## src/rtl/snoop_crc_pkg.sv

```systemverilog
`default_nettype none
package snoop_crc_pkg;
  // ==========================================================
  // Polynomial selection
  typedef enum logic [1:0] {
    POLY_CRC8,
    POLY_CRC16_FIRST,
    POLY_CRC16_SECOND,
    POLY_CRC32
  } poly_sel_t;

  // ==========================================================
  // Generator polynomials, MSB-first, no reflection
  localparam logic [31:0] POLY8_VAL   = 32'h0000_0007;
  localparam logic [31:0] POLY16A_VAL = 32'h0000_8005;
  localparam logic [31:0] POLY16B_VAL = 32'h0000_1021;
  localparam logic [31:0] POLY32_VAL  = 32'h04C1_1DB7;
  localparam logic [31:0] CRC_CLEAR   = 32'h0000_0000;

  // ==========================================================
  // Bus transfer sizes
  localparam logic [1:0] SIZE_BYTE = 2'h0;
  localparam logic [1:0] SIZE_HALF = 2'h1;
  localparam logic [1:0] SIZE_WORD = 2'h2;

  // ==========================================================
  // Mirrored alias region: address bit that marks a mirrored access
  localparam int          ADDR_W      = 32;
  localparam int          MIRROR_BIT  = 28;
  localparam logic [31:0] ZERO_WORD   = 32'h0000_0000;

  // ==========================================================
  // Lane and CRC widths
  localparam int          BYTE_W      = 8;
  localparam int          CRC8_W      = 8;
  localparam int          CRC16_W     = 16;
  localparam int          CRC32_W     = 32;
endpackage : snoop_crc_pkg
`default_nettype wire

```

## src/rtl/snoop_bus_if.sv

```systemverilog
`timescale 1ns/1ps
`default_nettype none
interface snoop_bus_if;
  // Code-data bus read beat
  logic        cd_valid;
  logic [31:0] cd_addr;
  logic [1:0]  cd_size;
  logic        cd_dbg;
  logic        cd_zone;
  logic        cd_exec_only;
  logic        cd_owner_zone;
  logic        cd_protected;
  logic [31:0] cd_mem_data;
  logic [31:0] cd_cpu_data;
  // System bus read beat
  logic        sb_valid;
  logic [31:0] sb_addr;
  logic [1:0]  sb_size;
  logic        sb_dbg;
  logic        sb_zone;
  logic        sb_exec_only;
  logic        sb_owner_zone;
  logic        sb_protected;
  logic [31:0] sb_mem_data;
  logic [31:0] sb_cpu_data;
  // Register access from software
  logic        sw_clear;
  logic        sw_load;
  logic [31:0] sw_load_val;
  logic        sw_cfg_we;
  logic [1:0]  sw_cfg_val;
  logic [31:0] crc_result;
  logic [1:0]  cfg_readback;

  modport unit (
    input  cd_valid, cd_addr, cd_size, cd_dbg, cd_zone, cd_exec_only, cd_owner_zone,
    input  cd_protected, cd_mem_data,
    input  sb_valid, sb_addr, sb_size, sb_dbg, sb_zone, sb_exec_only, sb_owner_zone,
    input  sb_protected, sb_mem_data,
    input  sw_clear, sw_load, sw_load_val, sw_cfg_we, sw_cfg_val,
    output cd_cpu_data, sb_cpu_data, crc_result, cfg_readback
  );
  modport core (
    output cd_valid, cd_addr, cd_size, cd_dbg, cd_zone, cd_exec_only, cd_owner_zone,
    output cd_protected, cd_mem_data,
    output sb_valid, sb_addr, sb_size, sb_dbg, sb_zone, sb_exec_only, sb_owner_zone,
    output sb_protected, sb_mem_data,
    output sw_clear, sw_load, sw_load_val, sw_cfg_we, sw_cfg_val,
    input  cd_cpu_data, sb_cpu_data, crc_result, cfg_readback
  );
endinterface : snoop_bus_if
`default_nettype wire

```

## src/rtl/snoop_crc_unit.sv

```systemverilog
// Functional notes
// RQ1 - Snoop reads on code-data and system buses
// RQ2 - Capture only mirrored-region read addresses
// RQ3 - Fold captured byte, update result register
// RQ4 - Result readable anytime, holds accumulated CRC
// RQ5 - Only byte reads contribute to CRC
// RQ6 - Debugger reads never change the result
// RQ7 - Support CRC8 0x07 and CRC32
// RQ8 - Support CRC16 0x8005 and 0x1021
// RQ9 - Writing clear resets result register
// RQ10 - Configuration selects one of four polynomials
// RQ11 - Result register accepts arbitrary software writes
// RQ12 - Software saves, clears, selects, reads, restores
// RQ13 - Cross-zone reads are blocked from CRC
// RQ14 - Execute-only sectors allowed from owning zone
// RQ15 - Execute-only dummy reads give CPU nothing
// RQ16 - Protected reads return zero without stall
// RQ17 - MSB first, no reflection, clear zeroes
`timescale 1ns/1ps
`default_nettype none
module snoop_crc_unit (
  input  wire logic  core_clk_i,
  input  wire logic  rst_n_i,
  snoop_bus_if.unit  bus
);
  // ==========================================================
  // Per-bus view: index 0 is the code-data bus, index 1 the system bus
  localparam int BUS_N = 2;
  localparam int CD    = 0;
  localparam int SB    = 1;

  logic [BUS_N-1:0] valid_v;
  logic [BUS_N-1:0] dbg_v;
  logic [BUS_N-1:0] zone_v;
  logic [BUS_N-1:0] owner_v;
  logic [BUS_N-1:0] prot_v;
  logic [BUS_N-1:0] xonly_v;
  logic [BUS_N-1:0] blocked_v;
  logic [BUS_N-1:0] take_v;
  logic [BUS_N-1:0] hide_v;
  logic [31:0]      addr_v      [BUS_N];
  logic [1:0]       size_v      [BUS_N];
  logic [31:0]      mem_data_v  [BUS_N];
  logic [31:0]      cpu_data_v  [BUS_N];
  logic [7:0]       byte_data_v [BUS_N];

  // ==========================================================
  // Both buses are watched passively; nothing here can stall them
  assign valid_v[CD]    = bus.cd_valid; // RQ1
  assign valid_v[SB]    = bus.sb_valid; // RQ1
  assign dbg_v[CD]      = bus.cd_dbg;
  assign dbg_v[SB]      = bus.sb_dbg;
  assign zone_v[CD]     = bus.cd_zone;
  assign zone_v[SB]     = bus.sb_zone;
  assign owner_v[CD]    = bus.cd_owner_zone;
  assign owner_v[SB]    = bus.sb_owner_zone;
  assign prot_v[CD]     = bus.cd_protected;
  assign prot_v[SB]     = bus.sb_protected;
  assign xonly_v[CD]    = bus.cd_exec_only;
  assign xonly_v[SB]    = bus.sb_exec_only;
  assign addr_v[CD]     = bus.cd_addr;
  assign addr_v[SB]     = bus.sb_addr;
  assign size_v[CD]     = bus.cd_size;
  assign size_v[SB]     = bus.sb_size;
  assign mem_data_v[CD] = bus.cd_mem_data;
  assign mem_data_v[SB] = bus.sb_mem_data;

  // ==========================================================
  // Read qualification and CPU data, one copy per bus
  genvar gi;
  generate
    for (gi = 0; gi < BUS_N; gi++) begin : g_bus
      logic mirror_hit;
      logic byte_read;
      logic secure_hit;
      logic foreign;
      assign mirror_hit = addr_v[gi][snoop_crc_pkg::MIRROR_BIT]; // RQ2
      assign byte_read  = (size_v[gi] == snoop_crc_pkg::SIZE_BYTE); // RQ5
      assign secure_hit = prot_v[gi] || xonly_v[gi];
      // Own-zone code may read its secure memory; the debugger never may
      assign foreign    = dbg_v[gi] || (zone_v[gi] != owner_v[gi]);
      assign blocked_v[gi] = secure_hit && foreign; // RQ13
      assign take_v[gi] = valid_v[gi] && mirror_hit && byte_read && !dbg_v[gi]
                          && !blocked_v[gi]; // RQ6 RQ14
      // Execute-only data goes to the fold chain only, never to the core
      assign hide_v[gi]      = blocked_v[gi] || xonly_v[gi]; // RQ15
      assign cpu_data_v[gi]  = hide_v[gi] ? snoop_crc_pkg::ZERO_WORD : mem_data_v[gi]; // RQ16
      assign byte_data_v[gi] = mem_data_v[gi][snoop_crc_pkg::BYTE_W-1:0];
    end
  endgenerate

  // ==========================================================
  // Read data handed back to the core
  assign bus.cd_cpu_data = cpu_data_v[CD];
  assign bus.sb_cpu_data = cpu_data_v[SB];

  // ==========================================================
  // Polynomial selection register; a new choice only affects bytes
  // folded from the next cycle on
  snoop_crc_pkg::poly_sel_t crc_polynomial_select_reg;
  snoop_crc_pkg::poly_sel_t crc_polynomial_select_nxt;

  always_comb begin
    crc_polynomial_select_nxt = crc_polynomial_select_reg;
    if (bus.sw_cfg_we) begin
      crc_polynomial_select_nxt = snoop_crc_pkg::poly_sel_t'(bus.sw_cfg_val); // RQ10
    end
  end

  always_ff @(posedge core_clk_i or negedge rst_n_i) begin
    if (!rst_n_i) begin
      crc_polynomial_select_reg <= snoop_crc_pkg::POLY_CRC8;
    end else begin
      crc_polynomial_select_reg <= crc_polynomial_select_nxt;
    end
  end
  assign bus.cfg_readback = crc_polynomial_select_reg;

  // ==========================================================
  // Fold chain: both buses may hit in one cycle, so stage gi starts
  // from what stage gi-1 left; the code-data byte is folded first
  logic [31:0] crc_result_reg;
  logic [31:0] crc_result_nxt;
  logic [31:0] chain_v [BUS_N+1];
  logic [31:0] step_v  [BUS_N];

  assign chain_v[0] = crc_result_reg;
  generate
    for (gi = 0; gi < BUS_N; gi++) begin : g_fold
      crc_byte_step crc_byte_step_inst (
        .crc_i  (chain_v[gi]),
        .data_i (byte_data_v[gi]),
        .sel_i  (crc_polynomial_select_reg),
        .crc_o  (step_v[gi])
      ); // RQ7 RQ8 RQ17
      assign chain_v[gi+1] = take_v[gi] ? step_v[gi] : chain_v[gi]; // RQ3
    end
  endgenerate

  // ==========================================================
  // Result register: clear beats load beats snooped bytes, so a
  // restore can never be half overwritten by a stray fold
  always_comb begin
    crc_result_nxt = chain_v[BUS_N]; // RQ3
    if (bus.sw_clear) begin
      crc_result_nxt = snoop_crc_pkg::CRC_CLEAR; // RQ9 RQ17
    end else if (bus.sw_load) begin
      crc_result_nxt = bus.sw_load_val; // RQ11
    end
  end

  always_ff @(posedge core_clk_i or negedge rst_n_i) begin
    if (!rst_n_i) begin
      crc_result_reg <= snoop_crc_pkg::CRC_CLEAR;
    end else begin
      crc_result_reg <= crc_result_nxt;
    end
  end
  assign bus.crc_result = crc_result_reg; // RQ4
endmodule : snoop_crc_unit
`default_nettype wire

```

## src/rtl/crc_byte_step.sv

```systemverilog
`timescale 1ns/1ps
`default_nettype none
module crc_byte_step (
  input  wire logic [31:0]                 crc_i,
  input  wire logic [7:0]                  data_i,
  input  wire snoop_crc_pkg::poly_sel_t    sel_i,
  output logic      [31:0]                 crc_o
);
  // ==========================================================
  // One byte, MSB first, CRC held in the low bits of the word
  function automatic logic [31:0] step(input logic [31:0] c_in,
                                       input logic [7:0] d,
                                       input logic [31:0] poly,
                                       input int w);
    logic [31:0] c;
    logic        fb;
    c = c_in;
    for (int i = snoop_crc_pkg::BYTE_W - 1; i >= 0; i--) begin
      fb = c[w-1] ^ d[i];
      c  = c << 1;
      if (fb) begin
        c = c ^ poly;
      end
    end
    for (int k = 0; k < snoop_crc_pkg::CRC32_W; k++) begin
      if (k >= w) begin
        c[k] = 1'b0;
      end
    end
    return c;
  endfunction : step

  always_comb begin
    case (sel_i)
      snoop_crc_pkg::POLY_CRC8:         crc_o = step(crc_i, data_i, snoop_crc_pkg::POLY8_VAL,
                                                     snoop_crc_pkg::CRC8_W);
      snoop_crc_pkg::POLY_CRC16_FIRST:  crc_o = step(crc_i, data_i, snoop_crc_pkg::POLY16A_VAL,
                                                     snoop_crc_pkg::CRC16_W);
      snoop_crc_pkg::POLY_CRC16_SECOND: crc_o = step(crc_i, data_i, snoop_crc_pkg::POLY16B_VAL,
                                                     snoop_crc_pkg::CRC16_W);
      default:                          crc_o = step(crc_i, data_i, snoop_crc_pkg::POLY32_VAL,
                                                     snoop_crc_pkg::CRC32_W);
    endcase
  end
endmodule : crc_byte_step
`default_nettype wire

```

## src/flat_wrapper.sv

```systemverilog
// flat-port wrapper written by rule: the top's interface ports become plain ports
module snoop_crc_unit_flat 
  (core_clk_i, rst_n_i, bus_cd_valid, bus_cd_addr, bus_cd_size, bus_cd_dbg, bus_cd_zone, bus_cd_exec_only, bus_cd_owner_zone, bus_cd_protected, bus_cd_mem_data, bus_sb_valid, bus_sb_addr, bus_sb_size, bus_sb_dbg, bus_sb_zone, bus_sb_exec_only, bus_sb_owner_zone, bus_sb_protected, bus_sb_mem_data, bus_sw_clear, bus_sw_load, bus_sw_load_val, bus_sw_cfg_we, bus_sw_cfg_val, bus_cd_cpu_data, bus_sb_cpu_data, bus_crc_result, bus_cfg_readback);
  snoop_bus_if bus_i ();
  input  wire logic core_clk_i;
  input  wire logic rst_n_i;
  input wire logic [$bits(bus_i.cd_valid)-1:0] bus_cd_valid;
  input wire logic [$bits(bus_i.cd_addr)-1:0] bus_cd_addr;
  input wire logic [$bits(bus_i.cd_size)-1:0] bus_cd_size;
  input wire logic [$bits(bus_i.cd_dbg)-1:0] bus_cd_dbg;
  input wire logic [$bits(bus_i.cd_zone)-1:0] bus_cd_zone;
  input wire logic [$bits(bus_i.cd_exec_only)-1:0] bus_cd_exec_only;
  input wire logic [$bits(bus_i.cd_owner_zone)-1:0] bus_cd_owner_zone;
  input wire logic [$bits(bus_i.cd_protected)-1:0] bus_cd_protected;
  input wire logic [$bits(bus_i.cd_mem_data)-1:0] bus_cd_mem_data;
  input wire logic [$bits(bus_i.sb_valid)-1:0] bus_sb_valid;
  input wire logic [$bits(bus_i.sb_addr)-1:0] bus_sb_addr;
  input wire logic [$bits(bus_i.sb_size)-1:0] bus_sb_size;
  input wire logic [$bits(bus_i.sb_dbg)-1:0] bus_sb_dbg;
  input wire logic [$bits(bus_i.sb_zone)-1:0] bus_sb_zone;
  input wire logic [$bits(bus_i.sb_exec_only)-1:0] bus_sb_exec_only;
  input wire logic [$bits(bus_i.sb_owner_zone)-1:0] bus_sb_owner_zone;
  input wire logic [$bits(bus_i.sb_protected)-1:0] bus_sb_protected;
  input wire logic [$bits(bus_i.sb_mem_data)-1:0] bus_sb_mem_data;
  input wire logic [$bits(bus_i.sw_clear)-1:0] bus_sw_clear;
  input wire logic [$bits(bus_i.sw_load)-1:0] bus_sw_load;
  input wire logic [$bits(bus_i.sw_load_val)-1:0] bus_sw_load_val;
  input wire logic [$bits(bus_i.sw_cfg_we)-1:0] bus_sw_cfg_we;
  input wire logic [$bits(bus_i.sw_cfg_val)-1:0] bus_sw_cfg_val;
  output wire logic [$bits(bus_i.cd_cpu_data)-1:0] bus_cd_cpu_data;
  output wire logic [$bits(bus_i.sb_cpu_data)-1:0] bus_sb_cpu_data;
  output wire logic [$bits(bus_i.crc_result)-1:0] bus_crc_result;
  output wire logic [$bits(bus_i.cfg_readback)-1:0] bus_cfg_readback;
  assign bus_i.cd_valid = bus_cd_valid;
  assign bus_i.cd_addr = bus_cd_addr;
  assign bus_i.cd_size = bus_cd_size;
  assign bus_i.cd_dbg = bus_cd_dbg;
  assign bus_i.cd_zone = bus_cd_zone;
  assign bus_i.cd_exec_only = bus_cd_exec_only;
  assign bus_i.cd_owner_zone = bus_cd_owner_zone;
  assign bus_i.cd_protected = bus_cd_protected;
  assign bus_i.cd_mem_data = bus_cd_mem_data;
  assign bus_i.sb_valid = bus_sb_valid;
  assign bus_i.sb_addr = bus_sb_addr;
  assign bus_i.sb_size = bus_sb_size;
  assign bus_i.sb_dbg = bus_sb_dbg;
  assign bus_i.sb_zone = bus_sb_zone;
  assign bus_i.sb_exec_only = bus_sb_exec_only;
  assign bus_i.sb_owner_zone = bus_sb_owner_zone;
  assign bus_i.sb_protected = bus_sb_protected;
  assign bus_i.sb_mem_data = bus_sb_mem_data;
  assign bus_i.sw_clear = bus_sw_clear;
  assign bus_i.sw_load = bus_sw_load;
  assign bus_i.sw_load_val = bus_sw_load_val;
  assign bus_i.sw_cfg_we = bus_sw_cfg_we;
  assign bus_i.sw_cfg_val = bus_sw_cfg_val;
  assign bus_cd_cpu_data = bus_i.cd_cpu_data;
  assign bus_sb_cpu_data = bus_i.sb_cpu_data;
  assign bus_crc_result = bus_i.crc_result;
  assign bus_cfg_readback = bus_i.cfg_readback;
  snoop_crc_unit u_core (.core_clk_i(core_clk_i), .rst_n_i(rst_n_i), .bus(bus_i));
endmodule
```

## config.mk

```make
export PLATFORM = sky130hd
export DESIGN_NAME = snoop_crc_unit_flat
export DESIGN_NICKNAME = d
export VERILOG_FILES = /design/src/rtl/snoop_crc_pkg.sv /design/src/rtl/snoop_bus_if.sv /design/src/rtl/snoop_crc_unit.sv /design/src/rtl/crc_byte_step.sv /design/src/flat_wrapper.sv
export SDC_FILE = /design/constraint.sdc
export NUM_CORES = 1
export LEC_CHECK = 0
export BUFFER_PORTS_ARGS = -buffer_cell sky130_fd_sc_hd__buf_2
export CORE_MARGIN = 5
export CORE_UTILIZATION = 35
export DETAILED_ROUTE_END_ITERATION = 7
export GPL_ROUTABILITY_DRIVEN = 0
export PLACE_DENSITY = 0.74
export SLEW_MARGIN = 20
export SYNTH_ARGS = -nofsm -noshare
export SYNTH_HDL_FRONTEND = slang
export SYNTH_HIERARCHICAL = 1
export SYNTH_SLANG_ARGS = --single-unit
```

## constraint.sdc

```tcl
create_clock -name core_clk_i -period 9.4 [get_ports core_clk_i]
set_clock_uncertainty 0.05 [all_clocks]
set_input_delay 0.47 -clock core_clk_i [delete_from_list [all_inputs] [get_ports core_clk_i]]
set_output_delay 0.47 -clock core_clk_i [all_outputs]
set_load 0.02 [all_outputs]
```

==> flow_metrics.py, run 1 <==
metrics = {
    "worst_setup_path": {
        "cp_top_family": "XOR/XNOR gates",
        "crit_fanout": 7,
        "slowest_delay_ps": 740,
        "worstSetupPathType": "flop to flop",
        "startpoint_type": "flop",
        "crit_buf_inv": 0,
        "cp_common_cell": "xnor2_1",
        "crit_required_ps": 9520,
        "worstPathArrival_ps": 5080,
        "slowest_stage": "xor2_1",
        "end_kind": "flop",
        "path_cells": "xnor2_1, xnor2_1, xnor2_1, xor2_1, o22ai_1, o2bb2ai_1, mux2_4, xor2_1, xnor2_1, xnor2_1, xnor2_1, xnor2_1, a22o_1, a22o_1, a31o_2",
    },
    "cts": {
        "postCtsResizedCells": 0,
        "clkLatencyLatePin_ps": 280,
        "post_cts_buffers": 0,
        "cts.sinks": 34,
        "path_clk_slew_ps": 60,
        "htreeDepth": 2,
        "cts_root_buffer": "clkbuf_16",
        "tritoncts": "built",
        "cts.path.max_buffers": 2,
        "hold_buffers": 0,
        "numCtsBuffers": 5,
    },
    "detailed_routing": {
        "remaining_drc_errors": 0,
        "first_iter_violations": 521,
        "vias_per_cell": 5.20,
        "wl_per_cell_um": 19.3,
        "drt_first_pass_iters": 7,
        "routed_wirelength_um": 21300,
        "final_antenna_net_count": 0,
        "vias": 5742,
    },
    "synth": {
        "synth-edff-count": 0,
        "synth_cell_types": 43,
        "yosysWarnings": 6,
        "syn_inst": 717,
        "synth_top_area_frac": 0.215,
        "synth_ff_type": "dfrtp_1",
        "synthTopCellsByArea": "xnor2_1, dfrtp_1, xor2_1",
        "yosysSeqAreaShare": 0.136,
        "avgSynthCellArea_um2": 8.75,
        "yosysMostFrequentCell": "xnor2_1",
        "synthTopCellsByCount": "xnor2_1, and2_1, xor2_1",
        "syn_area_um2": 6270,
        "synth_top_cell_by_area": "xnor2_1",
        "async_flop_share": 1.00,
        "synth.net_count": 900,
        "yosys_register_bits": 34,
    },
    "final_layout": {
        "syn_to_final_growth_pct": 18.7,
        "utilization": 0.419,
        "drive_gt1_frac": 0.381,
        "stdcell_count": 1105,
        "largest_reg_flops": 32,
        "diodes": 0,
        "nets": 1058,
        "multi_input_area_um2": 5010,
        "seq_area_um2": 852,
        "fillerInstances": 1793,
    },
    "timing": {
        "rsz0062_at_grt": "false",
        "fin_setup_tns_ps": 0,
        "slew_headroom": 0.266,
        "fin_crit_ps": 4960,
        "final.setup.worst_slack_ps": 4440,
        "drv_slew": 0,
        "finalCritPeriodShare": 0.528,
        "hold_viol": 0,
        "clock.fmax_ghz": 0.202,
        "tightest_slew_ps": 1100,
        "setup_violations": 0,
    },
    "floorplanning": {
        "die_y_um": 144,
        "rows": 49,
        "ioPinCount": 281,
        "coreArea_um2": 17800,
        "start_util": 0.353,
        "die_x_um": 144,
        "dieArea_um2": 20700,
    },
    "grt": {
        "antenna_found_initial": 0,
        "grt_pass1_wl_um": 31900,
        "grt_pass1_vias": 5583,
        "globalRouteOverflowTotal": 0,
        "grt_usage": 0.199,
        "grt_max_degree": 69,
    },
    "placed_design": {
        "dp_cells": 1097,
        "post-place-ws_ps": 4350,
        "io_buffer_count": 218,
        "dp_hpwl_um": 17000,
    },
    "flow_run": {
        "drv_cap": 0,
    },
    "pwr": {
        "seq_power_share": 0.161,
        "finalPower_mw": 1.07,
        "vdd_drop_max_mv": 0.0782,
        "pwr-share-clk": 0.156,
        "combPwrFrac": 0.683,
        "p_leak_nw": 3.41,
        "internal_power_mw": 0.585,
        "switching_share": 0.453,
        "power_density_nw_per_um2": 143,
        "switchingPower_mw": 0.483,
    },
    "run_status": {
        "status": "complete, no violations",
    },
    "min_path": {
        "min-delay-path-class": "primary input to asynchronous set/reset pin",
    },
}
-- cell families after synthesis --
group / count (synthesis) / synth area share
AND/OR/NAND/NOR: 179 / 0.145
AO/OA/AOI/OAI: 137 / 0.168
XOR/XNOR: 248 / 0.382
buffers and inverters: 77 / 0.0694
flip-flops: 34 / 0.136
multiplexers: 42 / 0.0997
-- metrics by stage --
step / hold WS, ps / instance area, um2
finish: 214 / 7450
floorplan: 124 / 6270
global route: 282 / 7450
detailed placement: 532 / 7300
global placement: 526 / 7300
CTS: 234 / 7450
-- final timing paths --
| path | from | to | slack [ps] | cells after the start |
|---|---|---|---|---|
| max in group asynchronous | rst_n_i | u_core/bus.cfg_readback[0]$_DFFE_PN0P_ | 8560 | 1 |
| worst min register to register | u_core/bus.crc_result[17]$_DFF_PN0_ | u_core/bus.crc_result[17]$_DFF_PN0_ | 690 | 2 |
| min in group core_clk_i | bus_sw_cfg_val[0] | u_core/bus.cfg_readback[0]$_DFFE_PN0P_ | 380 | 2 |
| worst min-delay path | rst_n_i | u_core/bus.crc_result[13]$_DFF_PN0_ | 210 | 1 |
| worst max-delay path | u_core/bus.crc_result[29]$_DFF_PN0_ | u_core/bus.crc_result[15]$_DFF_PN0_ | 4440 | 15 |
| worst max register to register | u_core/bus.crc_result[29]$_DFF_PN0_ | u_core/bus.crc_result[15]$_DFF_PN0_ | 4440 | 15 |
-- cell usage in the layout (no fill, tap or decap), drive strengths merged --
master   synthesis  final
a2111oi          2      2
a211o            3      3
a211oi           6      6
a21o             4      4
a21oi           18     18
a22o            33     33
a31o            32     32
a32o             2      2
and2            70     70
and2b            1      1
buf             38    224
clkbuf          35      7
clkinv           0      1
dfrtp           34     34
inv              4      4
mux2            34     34
mux2i            4      4
mux4             4      4
nand2           23     23
nand2b           4      4
nand3            4      4
nand3b           1      1
nand4bb          1      1
nor2            61     61
nor2b            2      2
nor3             6      6
o211ai           4      4
o21ai           18     18
o22ai            9      9
o2bb2ai          6      6
or2              5      5
or3b             1      1
xnor2          168    168
xor2            78     78
xor3             2      2
-- power groups by stage --
stage / sequential, mW / clock [mW] / combinational (mW)
2_1_floorplan: 0.170 / 0 / 0.559
3_3_place_gp: 0.174 / 0 / 0.702
3_5_place_dp: 0.175 / 0 / 0.715
4_1_cts: 0.172 / 0.167 / 0.718
5_1_grt: 0.173 / 0.175 / 0.784
6_report: 0.172 / 0.166 / 0.729
-- layout make-up --
| class | instances | area share |
|---|---|---|
| Clock buffer | 7 | 0.0192 |
| Tap cell | 229 | 0.0385 |
| Clock inverter | 1 | 0.000672 |
| Timing Repair Buffer | 224 | 0.153 |
| Sequential cell | 34 | 0.114 |
| Inverter | 4 | 0.00202 |
| Multi-Input combinational cell | 606 | 0.673 |
-- layer usage --
layer / share of wire / GRT usage / up-vias
li1: - / - / 2702
met3: 0.085 / 0.0393 / 28
met1: 0.43 / 0.282 / 2710
met5: 0 / 0 / -
met4: 0.018 / 0.0401 / 0
met2: 0.46 / 0.315 / 302
Note: power is estimated with default switching activity, not from simulation.
==> run 2, diff against run 1 <==
==> constraint.sdc (replaced) <==
create_clock -name core_clk_i -period 5.07 [get_ports core_clk_i]
set_clock_uncertainty 0.05 [all_clocks]
set_input_delay 0.2535 -clock core_clk_i [delete_from_list [all_inputs] [get_ports core_clk_i]]
set_output_delay 0.2535 -clock core_clk_i [all_outputs]
set_load 0.02 [all_outputs]
==> flow_metrics.py, run 2 (synthesis results as in run 1) <==
metrics = {
    "run_status": {
        "status": "finished with violations",
        "violations": "negative hold slack",
    },
    "detailed_routing": {
        "vias_per_cell": 5.23,
        "remaining_drc_errors": 0,
        "drt_first_pass_iters": 5,
        "final_antenna_net_count": 0,
        "vias": 5863,
        "wl_per_cell_um": 19.4,
        "routed_wirelength_um": 21800,
        "first_iter_violations": 532,
    },
    "timing": {
        "tightest_slew_ps": 1120,
        "slew_headroom": 0.251,
        "rsz0062_at_grt": "false",
        "drv_slew": 0,
        "fin_setup_tns_ps": 0,
        "fin_crit_ps": 4480,
        "finalCritPeriodShare": 0.884,
        "hold_viol": 15,
        "setup_violations": 0,
        "clock.fmax_ghz": 0.223,
        "whs_ps": -8.27,
    },
    "grt": {
        "grt_max_degree": 36,
        "globalRouteOverflowTotal": 0,
        "grt_usage": 0.201,
        "grt_pass1_vias": 5703,
        "antenna_found_initial": 1,
        "grt_pass1_wl_um": 32100,
    },
    "cts": {
        "cts.path.max_buffers": 2,
        "clkLatencyLatePin_ps": 280,
        "post_cts_buffers": 0,
        "hold_buffers": 0,
        "path_clk_slew_ps": 50,
        "cts_root_buffer": "clkbuf_16",
        "postCtsResizedCells": 0,
        "cts.sinks": 34,
        "numCtsBuffers": 5,
        "tritoncts": "built",
        "htreeDepth": 2,
    },
    "final_layout": {
        "largest_reg_flops": 32,
        "nets": 1073,
        "syn_to_final_growth_pct": 20.5,
        "diodes": 0,
        "drive_gt1_frac": 0.392,
        "final_common_cell": "buf_2",
        "layout_common_cells": "buf_2, xnor2_1, and2_1, xor2_1, nor2_1",
        "utilization": 0.425,
    },
    "worst_setup_path": {
        "slowest_delay_ps": 550,
        "slowest_stage": "dfrtp_1",
        "r2r_cells": 15,
        "path_cells": "xor2_2, xor2_2, xor3_2, xnor2_1, xnor2_1, a22o_1, mux2_4, xor2_2, xnor2_1, xor3_2, xnor2_1, xnor2_1, a22o_1, a22o_1, a31o_2",
        "worstSetupPathType": "flop to flop",
        "reg2reg_to": "u_core/bus.crc_result[15]$_DFF_PN0_",
        "crit_buf_inv": 0,
        "r2r-start": "u_core/bus.crc_result[14]$_DFF_PN0_",
        "cp_common_cell": "xnor2_1",
        "end_kind": "flop",
        "rrSetupSlack_ps": 590,
        "worstPathArrival_ps": 4600,
        "cp_top_family": "XOR/XNOR gates",
        "crit_fanout": 6,
        "startpoint_type": "flop",
        "crit_required_ps": 5190,
    },
    "floorplanning": {
        "die_y_um": 144,
        "rows": 49,
        "coreArea_um2": 17800,
        "ioPinCount": 281,
        "die_x_um": 144,
        "start_util": 0.353,
        "dieArea_um2": 20700,
    },
    "pwr": {
        "vdd_drop_max_mv": 0.140,
        "power_density_nw_per_um2": 265,
        "p_leak_nw": 3.48,
    },
    "flow_run": {
        "drv_cap": 0,
    },
    "placed_design": {
        "dp_hpwl_um": 17400,
        "io_buffer_count": 218,
    },
    "min_path": {
        "min-delay-path-class": "primary input to asynchronous set/reset pin",
    },
}
run 2: cell count changes in the layout (fill, tap and decap cells not counted), sizes merged:
cell / previous run / this run
buf: 224 / 239
run 2: metal layers:
| layer | vias to the layer above | global-route usage | routed length [um] |
|---|---|---|---|
| li1 | 2735 | - | - |
| met1 | 2770 | 0.275 | 8890 |
| met2 | 337 | 0.328 | 10400 |
| met3 | 19 | 0.0453 | 2280 |
| met4 | 2 | 0.0357 | 183 |
| met5 | - | 0 | 13 |
run 2: cell type report:
class                   instances  area (um2)
well taps                     229         287
multi-input cells             606        5010
clock inverters                 1        5.00
flip-flops and latches         34         852
fillers                      1762       10200
repair buffers                239        1250
inverters                       4        15.0
clock buffers                   7         143
run 2: metrics by stage:
step | hold slack, ps | cells | setup slack, ps | power [mW] | cell area [um2]
6_report | -8.27 | 1120 | 587 | 2.01 | 7560
5_1_grt | 62.1 | 1120 | 417 | 2.12 | 7560
4_1_cts | 8.34 | 1120 | 659 | 1.99 | 7560
3_5_place_dp | 306 | 1112 | 679 | 1.68 | 7410
3_3_place_gp | 303 | 1112 | 758 | 1.65 | 7410
2_1_floorplan | -92.1 | 717 | 1090 | 1.35 | 6270
run 2: worst max path at each step:
stage,to,cells after the start,slack (ps),start
detailed placement,u_core/bus.crc_result[15]$_DFF_PN0_,15,680,u_core/bus.crc_result[14]$_DFF_PN0_
finish,u_core/bus.crc_result[15]$_DFF_PN0_,15,590,u_core/bus.crc_result[14]$_DFF_PN0_
global route,u_core/bus.crc_result[15]$_DFF_PN0_,15,420,u_core/bus.crc_result[14]$_DFF_PN0_
global placement,u_core/bus.crc_result[15]$_DFF_PN0_,16,760,bus_cd_mem_data[7]
CTS,u_core/bus.crc_result[15]$_DFF_PN0_,16,660,u_core/bus.crc_result[27]$_DFF_PN0_
floorplan,u_core/bus.crc_result[15]$_DFF_PN0_,15,1090,u_core/bus.crc_result[28]$_DFF_PN0_
run 2: report_power, final:
part           total (mW)  leakage, nW  switching, mW  internal, mW
Sequential          0.329        0.448         0.0405         0.288
Clock               0.306       0.0739          0.112         0.195
Combinational        1.37         2.96          0.753         0.617
